===== src/rtl/stfsb_regs.vh =====
// Constants for the self-test fault status bank
// Assumes inclusion by the bank and its flag cell; no process here
`ifndef STFSB_REGS_VH
`define STFSB_REGS_VH

// Register select codes on the read command port
`define STFSB_SEL_OVERVOLT  2'h0
`define STFSB_SEL_PROTECT   2'h1
`define STFSB_SEL_THERMMEM  2'h2

// Reset value of every register
`define STFSB_RESET_VAL     8'h00

// Implemented bits per register
`define STFSB_OV_MASK       8'hbb
`define STFSB_PR_MASK       8'hbb
`define STFSB_TM_MASK       8'h1b

// Field positions, over-voltage register
`define STFSB_OV_INTREG     7
`define STFSB_OV_EXTMON2    5
`define STFSB_OV_EXTMON1    4
`define STFSB_OV_BOOST      3
`define STFSB_OV_BUCKB      1
`define STFSB_OV_BUCKA      0

// Field positions, protection register
`define STFSB_PR_CL_BOOST   7
`define STFSB_PR_CL_BUCKB   5
`define STFSB_PR_CL_BUCKA   4
`define STFSB_PR_OP_BOOST   3
`define STFSB_PR_OP_BUCKB   1
`define STFSB_PR_OP_BUCKA   0

// Field positions, thermal and memory register
`define STFSB_TM_NVM        4
`define STFSB_TM_OT_BOOST   3
`define STFSB_TM_OT_BUCKB   1
`define STFSB_TM_OT_BUCKA   0

`endif


===== src/rtl/stfsb_flag_reg.v =====
// One 8-bit sticky fault register cleared by reads
// Assumes fail inputs synchronous to clk, one read pulse per command
`timescale 1ns/1ps
`default_nettype none
`include "stfsb_regs.vh"

module stfsb_flag_reg #(
	parameter [7:0] MASK = 8'hff
) (
	// Clock and reset
	input  wire       ref_clk,
	input  wire       rstn,
	// Fault conditions and read strobe
	input  wire [7:0] failIn,
	input  wire       rdPulse,
	// Register value
	output wire [7:0] flags
);

	reg [7:0] flags_r;
	genvar i;

	generate
		for (i = 0; i < 8; i = i + 1) begin : g_bit
			if (MASK[i]) begin : g_flag
				always @(posedge ref_clk or negedge rstn) begin
					if (!rstn) begin
						flags_r[i] <= 1'b0;
					end else if (failIn[i]) begin
						flags_r[i] <= 1'b1;
					end else if (rdPulse) begin
						flags_r[i] <= 1'b0;
					end
				end
			end else begin : g_rsvd
				always @(posedge ref_clk or negedge rstn) begin
					if (!rstn) begin
						flags_r[i] <= 1'b0;
					end else begin
						flags_r[i] <= 1'b0;
					end
				end
			end
		end
	endgenerate

	assign flags = flags_r;

endmodule
`default_nettype wire


===== src/rtl/stfsb_bank.v =====
// Self-test fault status bank: three read-only sticky fault registers
// Assumes a frame decoder giving one-cycle read and write strobes
//
// Summary of operation
// - A fault flag stays set until its register is read.
// - Reading clears flags whose fault is gone; persisting faults stay set.
// - Power-on reset zeroes all flags; reads clear only those whose fault is gone.
// - Registers are read-only, each by its own read command.
// - Flag reads one on fault, zero otherwise.
// - Over-voltage register bits 7,5,4,3,1,0; bits 6,2 zero.
// - Protection register current-limit faults at bits 7,5,4.
// - Protection register output protection faults at bits 3,1,0.
// - Thermal register nvm checksum fault bit 4; bits 7-5 zero.
// - Thermal register over-temperature faults bits 3,1,0; bit 2 zero.
`timescale 1ns/1ps
`default_nettype none
`include "stfsb_regs.vh"

module stfsb_bank (
	// Clock and power-on reset
	input  wire       ref_clk,
	input  wire       rstn,
	// Read and write commands from frame logic
	input  wire       rdStrobe,
	input  wire [1:0] rdSel,
	input  wire       wrStrobe,
	input  wire [1:0] wrSel,
	input  wire [7:0] wrData,
	// Over-voltage self-test faults
	input  wire       st_internal_reg_overvolt_fail,
	input  wire       st_ext_monitor2_overvolt_fail,
	input  wire       st_ext_monitor1_overvolt_fail,
	input  wire       st_boost_overvolt_fail,
	input  wire       st_buck_b_overvolt_fail,
	input  wire       st_buck_a_overvolt_fail,
	// Protection self-test faults
	input  wire       st_boost_current_limit_fail,
	input  wire       st_buck_b_current_limit_fail,
	input  wire       st_buck_a_current_limit_fail,
	input  wire       st_boost_out_protect_fail,
	input  wire       st_buck_b_out_protect_fail,
	input  wire       st_buck_a_out_protect_fail,
	// Thermal and memory self-test faults
	input  wire       st_nvm_checksum_monitor_fail,
	input  wire       st_boost_overtemp_fail,
	input  wire       st_buck_b_overtemp_fail,
	input  wire       st_buck_a_overtemp_fail,
	// Read answer
	output wire [7:0] rdData,
	output wire       rdValid,
	output wire       rdError
);

	// Implemented bits and unmapped select
	localparam [7:0] OV_MASK  = `STFSB_OV_MASK;
	localparam [7:0] PR_MASK  = `STFSB_PR_MASK;
	localparam [7:0] TM_MASK  = `STFSB_TM_MASK;
	localparam [1:0] SEL_NONE = 2'h3;

	// Fault vectors at bit positions
	reg  [7:0] ovFail;
	reg  [7:0] prFail;
	reg  [7:0] tmFail;
	wire [7:0] ovSet;
	wire [7:0] prSet;
	wire [7:0] tmSet;
	// Stored flags and read views
	wire [7:0] ovFlags;
	wire [7:0] prFlags;
	wire [7:0] tmFlags;
	reg  [7:0] ovView;
	reg  [7:0] prView;
	reg  [7:0] tmView;
	// Command decode
	wire       selOv;
	wire       selPr;
	wire       selTm;
	wire       selNone;
	wire       rdOv;
	wire       rdPr;
	wire       rdTm;
	wire       rdUnmapped;
	wire       wrAttempt;
	// Field flags, over-voltage register
	wire       fIntReg;
	wire       fExtMon2;
	wire       fExtMon1;
	wire       fOvBoost;
	wire       fOvBuckB;
	wire       fOvBuckA;
	// Field flags, protection register
	wire       fClBoost;
	wire       fClBuckB;
	wire       fClBuckA;
	wire       fOpBoost;
	wire       fOpBuckB;
	wire       fOpBuckA;
	// Field flags, thermal and memory register
	wire       fNvm;
	wire       fOtBoost;
	wire       fOtBuckB;
	wire       fOtBuckA;
	// Read answer
	reg  [7:0] rdData_r;
	reg  [7:0] rdData_nxt;
	reg        rdValid_r;
	reg        rdError_r;

	// Fault vectors at their bit positions
	always @* begin
		ovFail = 8'h00;
		ovFail[`STFSB_OV_INTREG]  = st_internal_reg_overvolt_fail;
		ovFail[`STFSB_OV_EXTMON2] = st_ext_monitor2_overvolt_fail;
		ovFail[`STFSB_OV_EXTMON1] = st_ext_monitor1_overvolt_fail;
		ovFail[`STFSB_OV_BOOST]   = st_boost_overvolt_fail;
		ovFail[`STFSB_OV_BUCKB]   = st_buck_b_overvolt_fail;
		ovFail[`STFSB_OV_BUCKA]   = st_buck_a_overvolt_fail;
	end

	always @* begin
		prFail = 8'h00;
		prFail[`STFSB_PR_CL_BOOST] = st_boost_current_limit_fail;
		prFail[`STFSB_PR_CL_BUCKB] = st_buck_b_current_limit_fail;
		prFail[`STFSB_PR_CL_BUCKA] = st_buck_a_current_limit_fail;
		prFail[`STFSB_PR_OP_BOOST] = st_boost_out_protect_fail;
		prFail[`STFSB_PR_OP_BUCKB] = st_buck_b_out_protect_fail;
		prFail[`STFSB_PR_OP_BUCKA] = st_buck_a_out_protect_fail;
	end

	always @* begin
		tmFail = 8'h00;
		tmFail[`STFSB_TM_NVM]      = st_nvm_checksum_monitor_fail;
		tmFail[`STFSB_TM_OT_BOOST] = st_boost_overtemp_fail;
		tmFail[`STFSB_TM_OT_BUCKB] = st_buck_b_overtemp_fail;
		tmFail[`STFSB_TM_OT_BUCKA] = st_buck_a_overtemp_fail;
	end

	// Reserved positions can never set
	assign ovSet = ovFail & OV_MASK;
	assign prSet = prFail & PR_MASK;
	assign tmSet = tmFail & TM_MASK;

	// Register select decode
	assign selOv   = (rdSel == `STFSB_SEL_OVERVOLT);
	assign selPr   = (rdSel == `STFSB_SEL_PROTECT);
	assign selTm   = (rdSel == `STFSB_SEL_THERMMEM);
	assign selNone = (rdSel == SEL_NONE);

	// Each register cleared only by its own read command
	assign rdOv = rdStrobe && selOv;
	assign rdPr = rdStrobe && selPr;
	assign rdTm = rdStrobe && selTm;

	// Refused commands
	assign rdUnmapped = rdStrobe && selNone;
	assign wrAttempt  = wrStrobe;

	// Sticky flag registers
	stfsb_flag_reg #(
		.MASK (`STFSB_OV_MASK)
	) u_ov (
		.ref_clk (ref_clk),
		.rstn    (rstn),
		.failIn  (ovSet),
		.rdPulse (rdOv),
		.flags   (ovFlags)
	);

	stfsb_flag_reg #(
		.MASK (`STFSB_PR_MASK)
	) u_pr (
		.ref_clk (ref_clk),
		.rstn    (rstn),
		.failIn  (prSet),
		.rdPulse (rdPr),
		.flags   (prFlags)
	);

	stfsb_flag_reg #(
		.MASK (`STFSB_TM_MASK)
	) u_tm (
		.ref_clk (ref_clk),
		.rstn    (rstn),
		.failIn  (tmSet),
		.rdPulse (rdTm),
		.flags   (tmFlags)
	);

	// Field flags, over-voltage register
	assign fIntReg  = ovFlags[`STFSB_OV_INTREG];
	assign fExtMon2 = ovFlags[`STFSB_OV_EXTMON2];
	assign fExtMon1 = ovFlags[`STFSB_OV_EXTMON1];
	assign fOvBoost = ovFlags[`STFSB_OV_BOOST];
	assign fOvBuckB = ovFlags[`STFSB_OV_BUCKB];
	assign fOvBuckA = ovFlags[`STFSB_OV_BUCKA];

	// Field flags, protection register
	assign fClBoost = prFlags[`STFSB_PR_CL_BOOST];
	assign fClBuckB = prFlags[`STFSB_PR_CL_BUCKB];
	assign fClBuckA = prFlags[`STFSB_PR_CL_BUCKA];
	assign fOpBoost = prFlags[`STFSB_PR_OP_BOOST];
	assign fOpBuckB = prFlags[`STFSB_PR_OP_BUCKB];
	assign fOpBuckA = prFlags[`STFSB_PR_OP_BUCKA];

	// Field flags, thermal and memory register
	assign fNvm     = tmFlags[`STFSB_TM_NVM];
	assign fOtBoost = tmFlags[`STFSB_TM_OT_BOOST];
	assign fOtBuckB = tmFlags[`STFSB_TM_OT_BUCKB];
	assign fOtBuckA = tmFlags[`STFSB_TM_OT_BUCKA];

	// Over-voltage view, reserved bits low
	always @* begin
		ovView    = 8'h00;
		ovView[7] = fIntReg;
		ovView[6] = 1'b0;
		ovView[5] = fExtMon2;
		ovView[4] = fExtMon1;
		ovView[3] = fOvBoost;
		ovView[2] = 1'b0;
		ovView[1] = fOvBuckB;
		ovView[0] = fOvBuckA;
	end

	// Protection view, reserved bits low
	always @* begin
		prView    = 8'h00;
		prView[7] = fClBoost;
		prView[6] = 1'b0;
		prView[5] = fClBuckB;
		prView[4] = fClBuckA;
		prView[3] = fOpBoost;
		prView[2] = 1'b0;
		prView[1] = fOpBuckB;
		prView[0] = fOpBuckA;
	end

	// Thermal and memory view, reserved bits low
	always @* begin
		tmView    = 8'h00;
		tmView[7] = 1'b0;
		tmView[6] = 1'b0;
		tmView[5] = 1'b0;
		tmView[4] = fNvm;
		tmView[3] = fOtBoost;
		tmView[2] = 1'b0;
		tmView[1] = fOtBuckB;
		tmView[0] = fOtBuckA;
	end

	// Capture value before the clearing read takes effect
	always @* begin
		case (rdSel)
			`STFSB_SEL_OVERVOLT: begin
				rdData_nxt = ovView;
			end
			`STFSB_SEL_PROTECT: begin
				rdData_nxt = prView;
			end
			`STFSB_SEL_THERMMEM: begin
				rdData_nxt = tmView;
			end
			default: begin
				rdData_nxt = 8'h00;
			end
		endcase
	end

	// Read data, held between reads
	always @(posedge ref_clk or negedge rstn) begin
		if (!rstn) begin
			rdData_r <= `STFSB_RESET_VAL;
		end else if (rdStrobe) begin
			rdData_r <= rdData_nxt;
		end
	end

	// Answer strobe one cycle after each read
	always @(posedge ref_clk or negedge rstn) begin
		if (!rstn) begin
			rdValid_r <= 1'b0;
		end else begin
			rdValid_r <= rdStrobe;
		end
	end

	// Error strobe for writes and unmapped reads
	always @(posedge ref_clk or negedge rstn) begin
		if (!rstn) begin
			rdError_r <= 1'b0;
		end else begin
			rdError_r <= rdUnmapped || wrAttempt;
		end
	end

	// Outputs
	assign rdData  = rdData_r;
	assign rdValid = rdValid_r;
	assign rdError = rdError_r;

endmodule
`default_nettype wire


===== config.mk =====
export PLATFORM = sky130hd
export DESIGN_NAME = stfsb_bank
export DESIGN_NICKNAME = d
export VERILOG_FILES = /design/src/rtl/stfsb_flag_reg.v /design/src/rtl/stfsb_bank.v
export VERILOG_INCLUDE_DIRS = /design/src /design/src/rtl
export SDC_FILE = /design/constraint.sdc
export NUM_CORES = 1
export LEC_CHECK = 0
export BUFFER_PORTS_ARGS = -buffer_cell sky130_fd_sc_hd__clkbuf_2
export CAP_MARGIN = 20
export CORE_ASPECT_RATIO = 1.25
export CORE_UTILIZATION = 46
export DETAILED_ROUTE_END_ITERATION = 8
export PLACE_DENSITY = 0.88
export RECOVER_POWER = 25
export SLEW_MARGIN = 25
export SYNTH_ARGS = -nofsm -noshare
export SYNTH_HDL_FRONTEND = slang
export SYNTH_HIERARCHICAL = 1
export SYNTH_SLANG_ARGS = --single-unit

===== constraint.sdc =====
create_clock -name ref_clk -period 1 [get_ports ref_clk]
set_input_delay 0.1 -clock ref_clk [delete_from_list [all_inputs] [get_ports ref_clk]]
set_output_delay 0.1 -clock ref_clk [all_outputs]
set_load 0.05 [all_outputs]

-- Word level (Yosys, flattened, before mapping)
Index checks and enable logic that the tools add are counted.
- flip-flop bits (word level): 26
- bits in latches: 0
- memory bits (writable): 0
- bits in read-only memories: 0
- output and inout bits: 10
- memories kept: 0
- $add $sub $neg: 0
- multiply operators: 0
- divide/modulo/power cells: 0
- $lt $le $gt $ge: 0
- equal/unequal tests: 3
- shift-type cells: 0
- multiplexer cells: 20
- bitwise gates (word level): 0
- reductions and logical operators: 22
- operator list (kind ; count):
    $reduce_bool A2 Y1 ; 16
    $pmux W8 S3 ; 1
    $mux W1 ; 19
    $eq A2 B2 Y1 const B ; 2
    $logic_and A1 B1 Y1 ; 4
    $eq A2 B1 Y1 const B ; 1
    $logic_not A2 Y1 ; 1
    $logic_or A1 B1 Y1 ; 1

-- Longest topological paths before layout
Gate-level depths: netlist of run 1.
- word-level depth: 4
- mapped depth: 5

-- Hierarchy
Netlist of run 1, hierarchy kept.
- by module, submodules not included (module ; times used ; cells an instance ; area an instance (sq um)):
    stfsb_bank ; 1 ; 43 ; 444.2
    stfsb_flag_reg (u_ov ...) ; 2 ; 16 ; 217.7
    stfsb_flag_reg (u_tm) ; 1 ; 14 ; 167.7

-- Worst setup path before layout of run 1
Ideal clock, no wire load.
- kind: register to register
- start point: reg, netlist name rdData[0]
- end point: reg rdData_r[0], in the netlist rdData[0]
- setup time: 0.086 ns
- data arrival time: 0.853 ns
- required time: 0.914 ns
- slack: 0.061 ns
- cell stages (with the launch flop): 3
- clock period less this slack: 0.939 ns
- path through: dfrtp_1 > inv_1 > o221ai_2
- RTL lines (element ; RTL line ; RTL):
    to (signal assigned) ; stfsb_bank.v:271 ; rdData_r <= `STFSB_RESET_VAL;
    to (signal assigned) ; stfsb_bank.v:273 ; rdData_r <= rdData_nxt;
    to (decl) ; stfsb_bank.v:104 ; reg [7:0] rdData_r;

-- Final worst setup path of run 1
- start point: reg rdData_r[7], in the netlist rdData[7]
- end point: out rdData[7]
- RTL lines (element ; RTL line ; RTL):
    to (decl) ; stfsb_bank.v:49 ; output wire [7:0] rdData,
No word-level cell between the ends.

==> reports/qor.yml, run 1 <==
clock_sinks: 24
final_cell_mix: "24 x dfrtp_1, 20 x clkbuf_2, 17 x dlygate4sd3_1"
die_area_um2: 2310
syn_area_per_cell_um2: 12.5
final-setup-viol-count: 0
final_hold_viol_count: 0
grt_pass1_vias: 735
wl_per_cell_um: 12.6
dp_cells: 126
htree_levels: 1
avgViaCountPerCell: 5.09
syn_area_um2: 976
run_status: "complete, no violations"
clkLatencyLatePin_ns: 0.30
num_antenna_cells: 0
drt_iter0_markers: 9
power_density_nw_per_um2: 1570
p_leak_uw: 0.000667
die_height_um: 53.5
drc: 0
worstPathBufferInverterCount: 1
max_stage_delay_ns: 0.43
final_common_cell: "dfrtp_1"
worstPathArrival_ns: 0.90
final_cells: 149
clk_pin_slew_worst_paths_ns: 0.14
path_class: "reg -> out"
syn-instance-count: 78
ant_nets: 0
grt_start_max_net_pins: 25
fin_crit_ns: 0.995
area_delta_synth_final_pct: 47.7
track_usage_pct: 17.7
core_um2: 1980
slew_violations: 0
worst_pin_slew_ns: 0.571
portBuffers: 29
firstDrtPassIters: 4
period_share_pct: 99.5
grt_overflow: 0
start_kind: "register"
fin_skew_ns: 0.00861
timing.hold.ws_ns: 0.0166
utilization_pct: 72.7
multi_input_area_um2: 305
crit_path_max_fanout: 2
hpwlAfterDp_um: 1310
vias: 759
n_fill_cell: 142
fmax_mhz: 1000
cts_tree: "yes"
cts-root-buf: "clkbuf_4"
nNetsFinal: 162
maxCapViolCount: 0
relSlewSlack_pct: 61.9
ir_drop_mv: 1.51
drive_above_1_share_pct: 29.5
worst_path_max_delay_cell: "dfrtp_1"
crit_path_end_kind: "primary output"
antenna_found_initial: 0
cpLargestDelayFamily: "flip-flops"
start_util_pct: 49.2
cts_buffer_depth: 2
numCtsBuffers: 3
globalplace.congestion: 0.705
crit_required_ns: 0.90
regArea_um2: 601
dp_slack_ns: 0.0667
hold_class: "in -> reg"
fp.dieW_um: 43.2
place_area_um2: 1140
yosys_warnings: 6
grt_pass1_wl_um: 3020
routed_wl_um: 1880
rows: 18
io_pins: 42
final_area_um2: 1440
postLayoutSetupSlackWorst_ns: 0.00454
path_cells: "buf_8"
grt_setup_unrepaired: "true"
[worst register-to-register path, cell delays in order (launching register included)]
cell	delay (ns)
dfrtp_1	0.42
buf_4	0.14
inv_1	0.05
o221ai_1	0.10
[final timing paths]
check	start	to	slack [ns]	cells past startpoint
max in group asynchronous	rstn	rdData[1]	0.32	2
setup / recovery	rdData[7]	rdData[7]	0.005	1
min in group asynchronous	rstn	u_ov/flags[7]	0.29	2
setup reg to reg	rdData[1]	rdData[1]	0.17	3
hold reg to reg	u_pr/flags[5]	u_pr/flags[5]	0.50	1
hold / removal	wrStrobe	rdError	0.02	2
[per-stage QoR]
step	TNS (ns)	power, uW
3_5_place_dp	0	1460
4_1_cts	-0.0348	2240
2_1_floorplan	0	1340
6_report	0	2260
5_1_grt	-0.143	2340
3_3_place_gp	0	1440
[registers in the layout, summed over array words and instances, names as in the netlist]
signal and cells:
u_ov/flags 6, rdData 6, rdValid 1, u_tm/flags 4, rdError 1, u_pr/flags 6
[layout make-up]
type / instances / area share (%)
Tap cell: 20 / 1.74
Sequential cell: 24 / 41.7
Clock inverter: 1 / 2.08
Multi-Input combinational cell: 40 / 21.2
Timing Repair Buffer: 51 / 29.2
Clock buffer: 3 / 1.56
Inverter: 10 / 2.60
[layer usage]
layer  wire, um  global-route usage [%]
met1        813                    21.4
met2        976                    32.6
met3         74                    3.07
met4         12                    4.55
met5          0                       0
[timing repair]
item | 4_1_cts | 5_1_grt
setup endpoints to repair | 8 | 8
resized for setup | 15 | 8
buffers inserted | 0 | 2
endpoints found under the hold margin | 40 | 0
hold buffers | 17 | 0
[power breakdown]
group	internal (uW)	total (uW)	switching, uW	leakage [uW]
registers	1040	1080	46.5	0.000246
clock network	405	689	284	0.0000279
logic	233	492	258	0.000393
total	1670	2260	589	0.000667
Power figures use the tool's default switching activity.
==> run 2, diff against run 1 <==
BUFFER_PORTS_ARGS = -buffer_cell sky130_fd_sc_hd__buf_2   (was -buffer_cell sky130_fd_sc_hd__clkbuf_2)
HOLD_SLACK_MARGIN = 0.03   (was not set)
==> run 2 against run 1 <==
  * Clock skew fell by 0.0046 ns
  * Sequential share of layout area rose by 1.0 points
  * Die area did not move
  * Sequential power barely moved
  * Sequential cell count did not move
==> reports/qor.yml, run 2 (synthesis gave the netlist of run 1 again) <==
clk_pin_slew_worst_paths_ns: 0.13
final-setup-viol-count: 0
die_height_um: 53.5
crit_path_end_kind: "primary output"
cts_tree: "yes"
period_share_pct: 98.0
path_cells: "buf_6"
final_area_um2: 1410
run_status: "complete, no violations"
crit_path_max_fanout: 2
drive_above_1_share_pct: 31.5
worstPathBufferInverterCount: 1
slew_violations: 0
routed_wl_um: 2040
worstPathArrival_ns: 0.88
grt_pass1_wl_um: 3240
maxCapViolCount: 0
cts-root-buf: "clkbuf_4"
core_um2: 1980
avgViaCountPerCell: 5.15
hpwlAfterDp_um: 1310
io_pins: 42
grt_start_max_net_pins: 25
drt_iter0_markers: 7
n_fill_cell: 153
antenna_found_initial: 0
cpLargestDelayFamily: "flip-flops"
clkLatencyLatePin_ns: 0.30
die_area_um2: 2310
portBuffers: 29
power_density_nw_per_um2: 1450
final_common_cell: "dfrtp_1"
grt_util_met2_pct: 37.3
cts_buffer_depth: 2
p_leak_uw: 0.000652
fin_crit_ns: 0.980
utilization_pct: 71.0
fin_skew_ns: 0.00396
grt_setup_unrepaired: "true"
area_delta_synth_final_pct: 44.1
place_area_um2: 1140
clock_sinks: 24
ir_drop_mv: 1.38
track_usage_pct: 19.3
nNetsFinal: 163
numCtsBuffers: 3
rows: 18
worst_path_max_delay_cell: "dfrtp_1"
globalplace.congestion: 0.702
max_stage_delay_ns: 0.42
grt_util_met3_pct: 3.41
path_class: "reg -> out"
drc: 0
fmax_mhz: 1020
crit_required_ns: 0.90
ant_nets: 0
grt_overflow: 0
htree_levels: 1
fp.dieW_um: 43.2
final_hold_viol_count: 0
relSlewSlack_pct: 66.5
grt_pass1_vias: 750
use_met1_pct: 21.6
firstDrtPassIters: 4
hold_class: "in -> reg"
num_antenna_cells: 0
wl_per_cell_um: 13.6
final_cell_mix: "24 x dfrtp_1, 21 x buf_2, 18 x dlygate4sd3_1"
grt_busiest_layer: "met2"
worst_pin_slew_ns: 0.502
start_util_pct: 49.2
vias: 773
start_kind: "register"
[run 2: cell count changes in the layout (fill, tap and decap cells not counted), moves of 2 or more]
| cell | previous run | this run |
|---|---|---|
| clkbuf_2 | 20 | 0 |
| buf_8 | 7 | 0 |
| inv_2 | 1 | 3 |
| buf_2 | 0 | 21 |
| buf_6 | 0 | 6 |
| inv_1 | 9 | 7 |
[run 2: routing by layer]
metal / up-vias / routed length (um)
li1: 370 / -
met1: 373 / 759
met2: 30 / 1170
met3: 0 / 102
met4: 0 / 0
met5: - / 0
[run 2: path summary, 6_finish.rpt]
kind / startpoint / to / slack [ns] / depth (start not counted)
worst max-delay path: rdData[0] / rdData[0] / 0.02 / 1
worst min-delay path: rdStrobe / rdError / 0.11 / 3
worst max register to register: u_pr/flags[0] / rdData[0] / 0.16 / 2
worst min register to register: u_ov/flags[0] / u_ov/flags[0] / 0.50 / 1
max in group asynchronous: rstn / u_pr/flags[7] / 0.38 / 2
min in group asynchronous: rstn / u_ov/flags[5] / 0.28 / 2
[run 2: cell type report]
type / instances / area, um^2 / share of cell area [%]
tap: 20 / 25.0 / 1.78
clock buffer: 4 / 36.3 / 2.58
sequential: 24 / 601 / 42.7
inverter: 10 / 37.5 / 2.67
multi-input combinational: 40 / 305 / 21.7
timing repair buffer: 52 / 402 / 28.6
[run 2: repair_timing]
action	4_1_cts	5_1_grt
resized for setup	10	5
hold buffers	18	0
setup endpoints to repair	7	7
endpoints found under the hold margin	41	0
setup buffers	0	1
[run 2: metrics by stage]
step                worst slack (ns)  instances  total power (uW)  setup TNS (ns)  hold WS (ns)
finish                        0.0196        150              2040               0         0.108
global route                 -0.0226        150              2120         -0.0774         0.125
CTS                          0.00163        149              2030               0         0.106
detailed placement             0.105        127              1460               0         0.106
global placement               0.123        127              1450               0        0.0845
floorplan                     0.0610         79              1340               0        -0.196
[run 2: power breakdown]
| group | leakage, uW | switching [uW] | internal [uW] |
|---|---|---|---|
| clock | 0.0000210 | 272 | 222 |
| sequential | 0.000246 | 40.8 | 1040 |
| combinational | 0.000385 | 258 | 209 |
==> run 3, diff against run 2 <==
CAP_MARGIN = 30   (was 20)
CELL_PAD_IN_SITES_DETAIL_PLACEMENT = 0   (was not set)
CELL_PAD_IN_SITES_GLOBAL_PLACEMENT = 2   (was not set)
CORE_UTILIZATION = 30   (was 46)
CTS_BUF_LIST = sky130_fd_sc_hd__clkbuf_4   (was not set)
PLACE_DENSITY = 0.91   (was 0.88)
==> run 3 against run 2 <==
  * Final cell count rose by 13%
  * Sequential cell count unchanged
  * Sequential share of layout area fell by 1.6 points
  * Design area increased by 4.0%
  * Non-clock buffer count increased by 5
  * Critical endpoint is now rdData[3]
  * Die area rose by 51%
  * Global-route usage is 6.0 points lower
  * Critical path type unchanged
  * Worst setup slack lost 0.0076 ns
  * Critical path depth did not move
==> reports/qor.yml, run 3 (synthesis gave the netlist of run 1 again) <==
p_leak_uw: 0.000672
drive_above_1_share_pct: 32.8
wl_per_cell_um: 11.7
clkLatencyLatePin_ns: 0.31
cts-root-buf: "clkbuf_4"
dp_slack_ns: 0.0643
portBuffers: 29
place_area_um2: 1170
crit_path_max_fanout: 2
relSlewSlack_pct: 65.1
die_area_um2: 3490
hold_path_depth: 3
track_usage_pct: 13.3
globalplace.congestion: 0.709
cpLargestDelayFamily: "flip-flops"
rr_worst_depth: 2
timing.hold.ws_ns: 0.0725
timing.reg2reg.setup_slack_ns: 0.18
p_total_uw: 1980
worstPathArrival_ns: 0.89
cts_tree: "yes"
slew_violations: 0
hold_class: "in -> reg"
grt_pass1_wl_um: 3270
grt_overflow: 0
grt_setup_unrepaired: "true"
fin_skew_ns: 0.00602
rr_startpoint: "u_pr/flags[1]"
routed_wl_um: 1990
final_area_um2: 1460
vias: 774
holdPathEnd: "rdError"
clock_sinks: 24
area_delta_synth_final_pct: 49.9
fp.dieW_um: 53.0
firstDrtPassIters: 4
grt_start_max_net_pins: 25
ir_drop_mv: 0.652
hp-start: "rdStrobe"
numCtsBuffers: 3
final_hold_viol_count: 0
hpwlAfterDp_um: 1440
start_kind: "register"
maxCapViolCount: 0
worstPathBufferInverterCount: 1
worst-path-stages: 1
htree_levels: 1
num_antenna_cells: 0
utilization_pct: 48.3
io_pins: 42
path_cells: "buf_6"
crit_path_end_kind: "primary output"
fin_crit_ns: 0.988
fmax_mhz: 1010
postLayoutSetupSlackWorst_ns: 0.0119
rows: 22
clk_pin_slew_worst_paths_ns: 0.12
path_class: "reg -> out"
crit_required_ns: 0.90
avgViaCountPerCell: 4.55
nNetsFinal: 168
final-setup-viol-count: 0
antenna_found_initial: 0
grt_pass1_vias: 760
die_height_um: 65.8
max_stage_delay_ns: 0.42
core_um2: 3030
ant_nets: 0
power_density_nw_per_um2: 1350
start_util_pct: 32.2
run_status: "complete, no violations"
worst_pin_slew_ns: 0.523
final_cell_mix: "24 x dfrtp_1, 20 x buf_2, 19 x dlygate4sd3_1"
final_common_cell: "dfrtp_1"
drt_iter0_markers: 11
period_share_pct: 98.8
drc: 0
cts_buffer_depth: 2
r2r_end: "rdData[1]"
worst_path_max_delay_cell: "dfrtp_1"
[run 3: worst max-delay path by stage]
stage | slack [ns] | endpoint | startpoint
5_1_grt | -0.03 | rdData[4] | rdData[4]
6_report | 0.01 | rdData[3] | rdData[3]
4_1_cts | 0.0004 | rdData[3] | rdData[3]
3_5_place_dp | 0.06 | u_pr/flags[7] | rdSel[1]
2_1_floorplan | 0.06 | rdData[0] | rdData[0]
3_3_place_gp | 0.08 | u_pr/flags[5] | rdSel[1]
[run 3: power by group]
group,internal [uW],switching (uW),leakage (uW)
combinational,234,261,0.000412
clock,141,267,0.0000138
sequential,1040,41.3,0.000246
total,1410,570,0.000672
[run 3: what timing repair did]
action,in CTS,in global routing
endpoints found under the hold margin,42,0
gates resized for setup,14,2
pin swaps,0,0
setup buffers,1,3
endpoints found under the setup margin,8,7
hold buffers,19,0
[run 3: layout make-up]
| cell class | instances | area (um^2) |
|---|---|---|
| multi-input combinational | 40 | 305 |
| fill | 284 | 1570 |
| timing repair buffer | 57 | 452 |
| clock buffer | 3 | 22.5 |
| sequential | 24 | 601 |
| inverter | 10 | 37.5 |
| tap | 36 | 45.0 |
[run 3: per-stage QoR]
step / setup TNS [ns] / instances
final: 0 / 170
after global routing: -0.0855 / 170
after global placement: 0 / 144
after CTS: 0 / 167
after detailed placement: 0 / 144
after floorplan: 0 / 79
[run 3: layer usage]
layer	track usage (%)	vias up	wire length, um
met5	0	-	0
met4	8.88	0	59
met3	1.38	5	49
met2	21.7	21	962
met1	16.1	370	916
li1	-	378	-
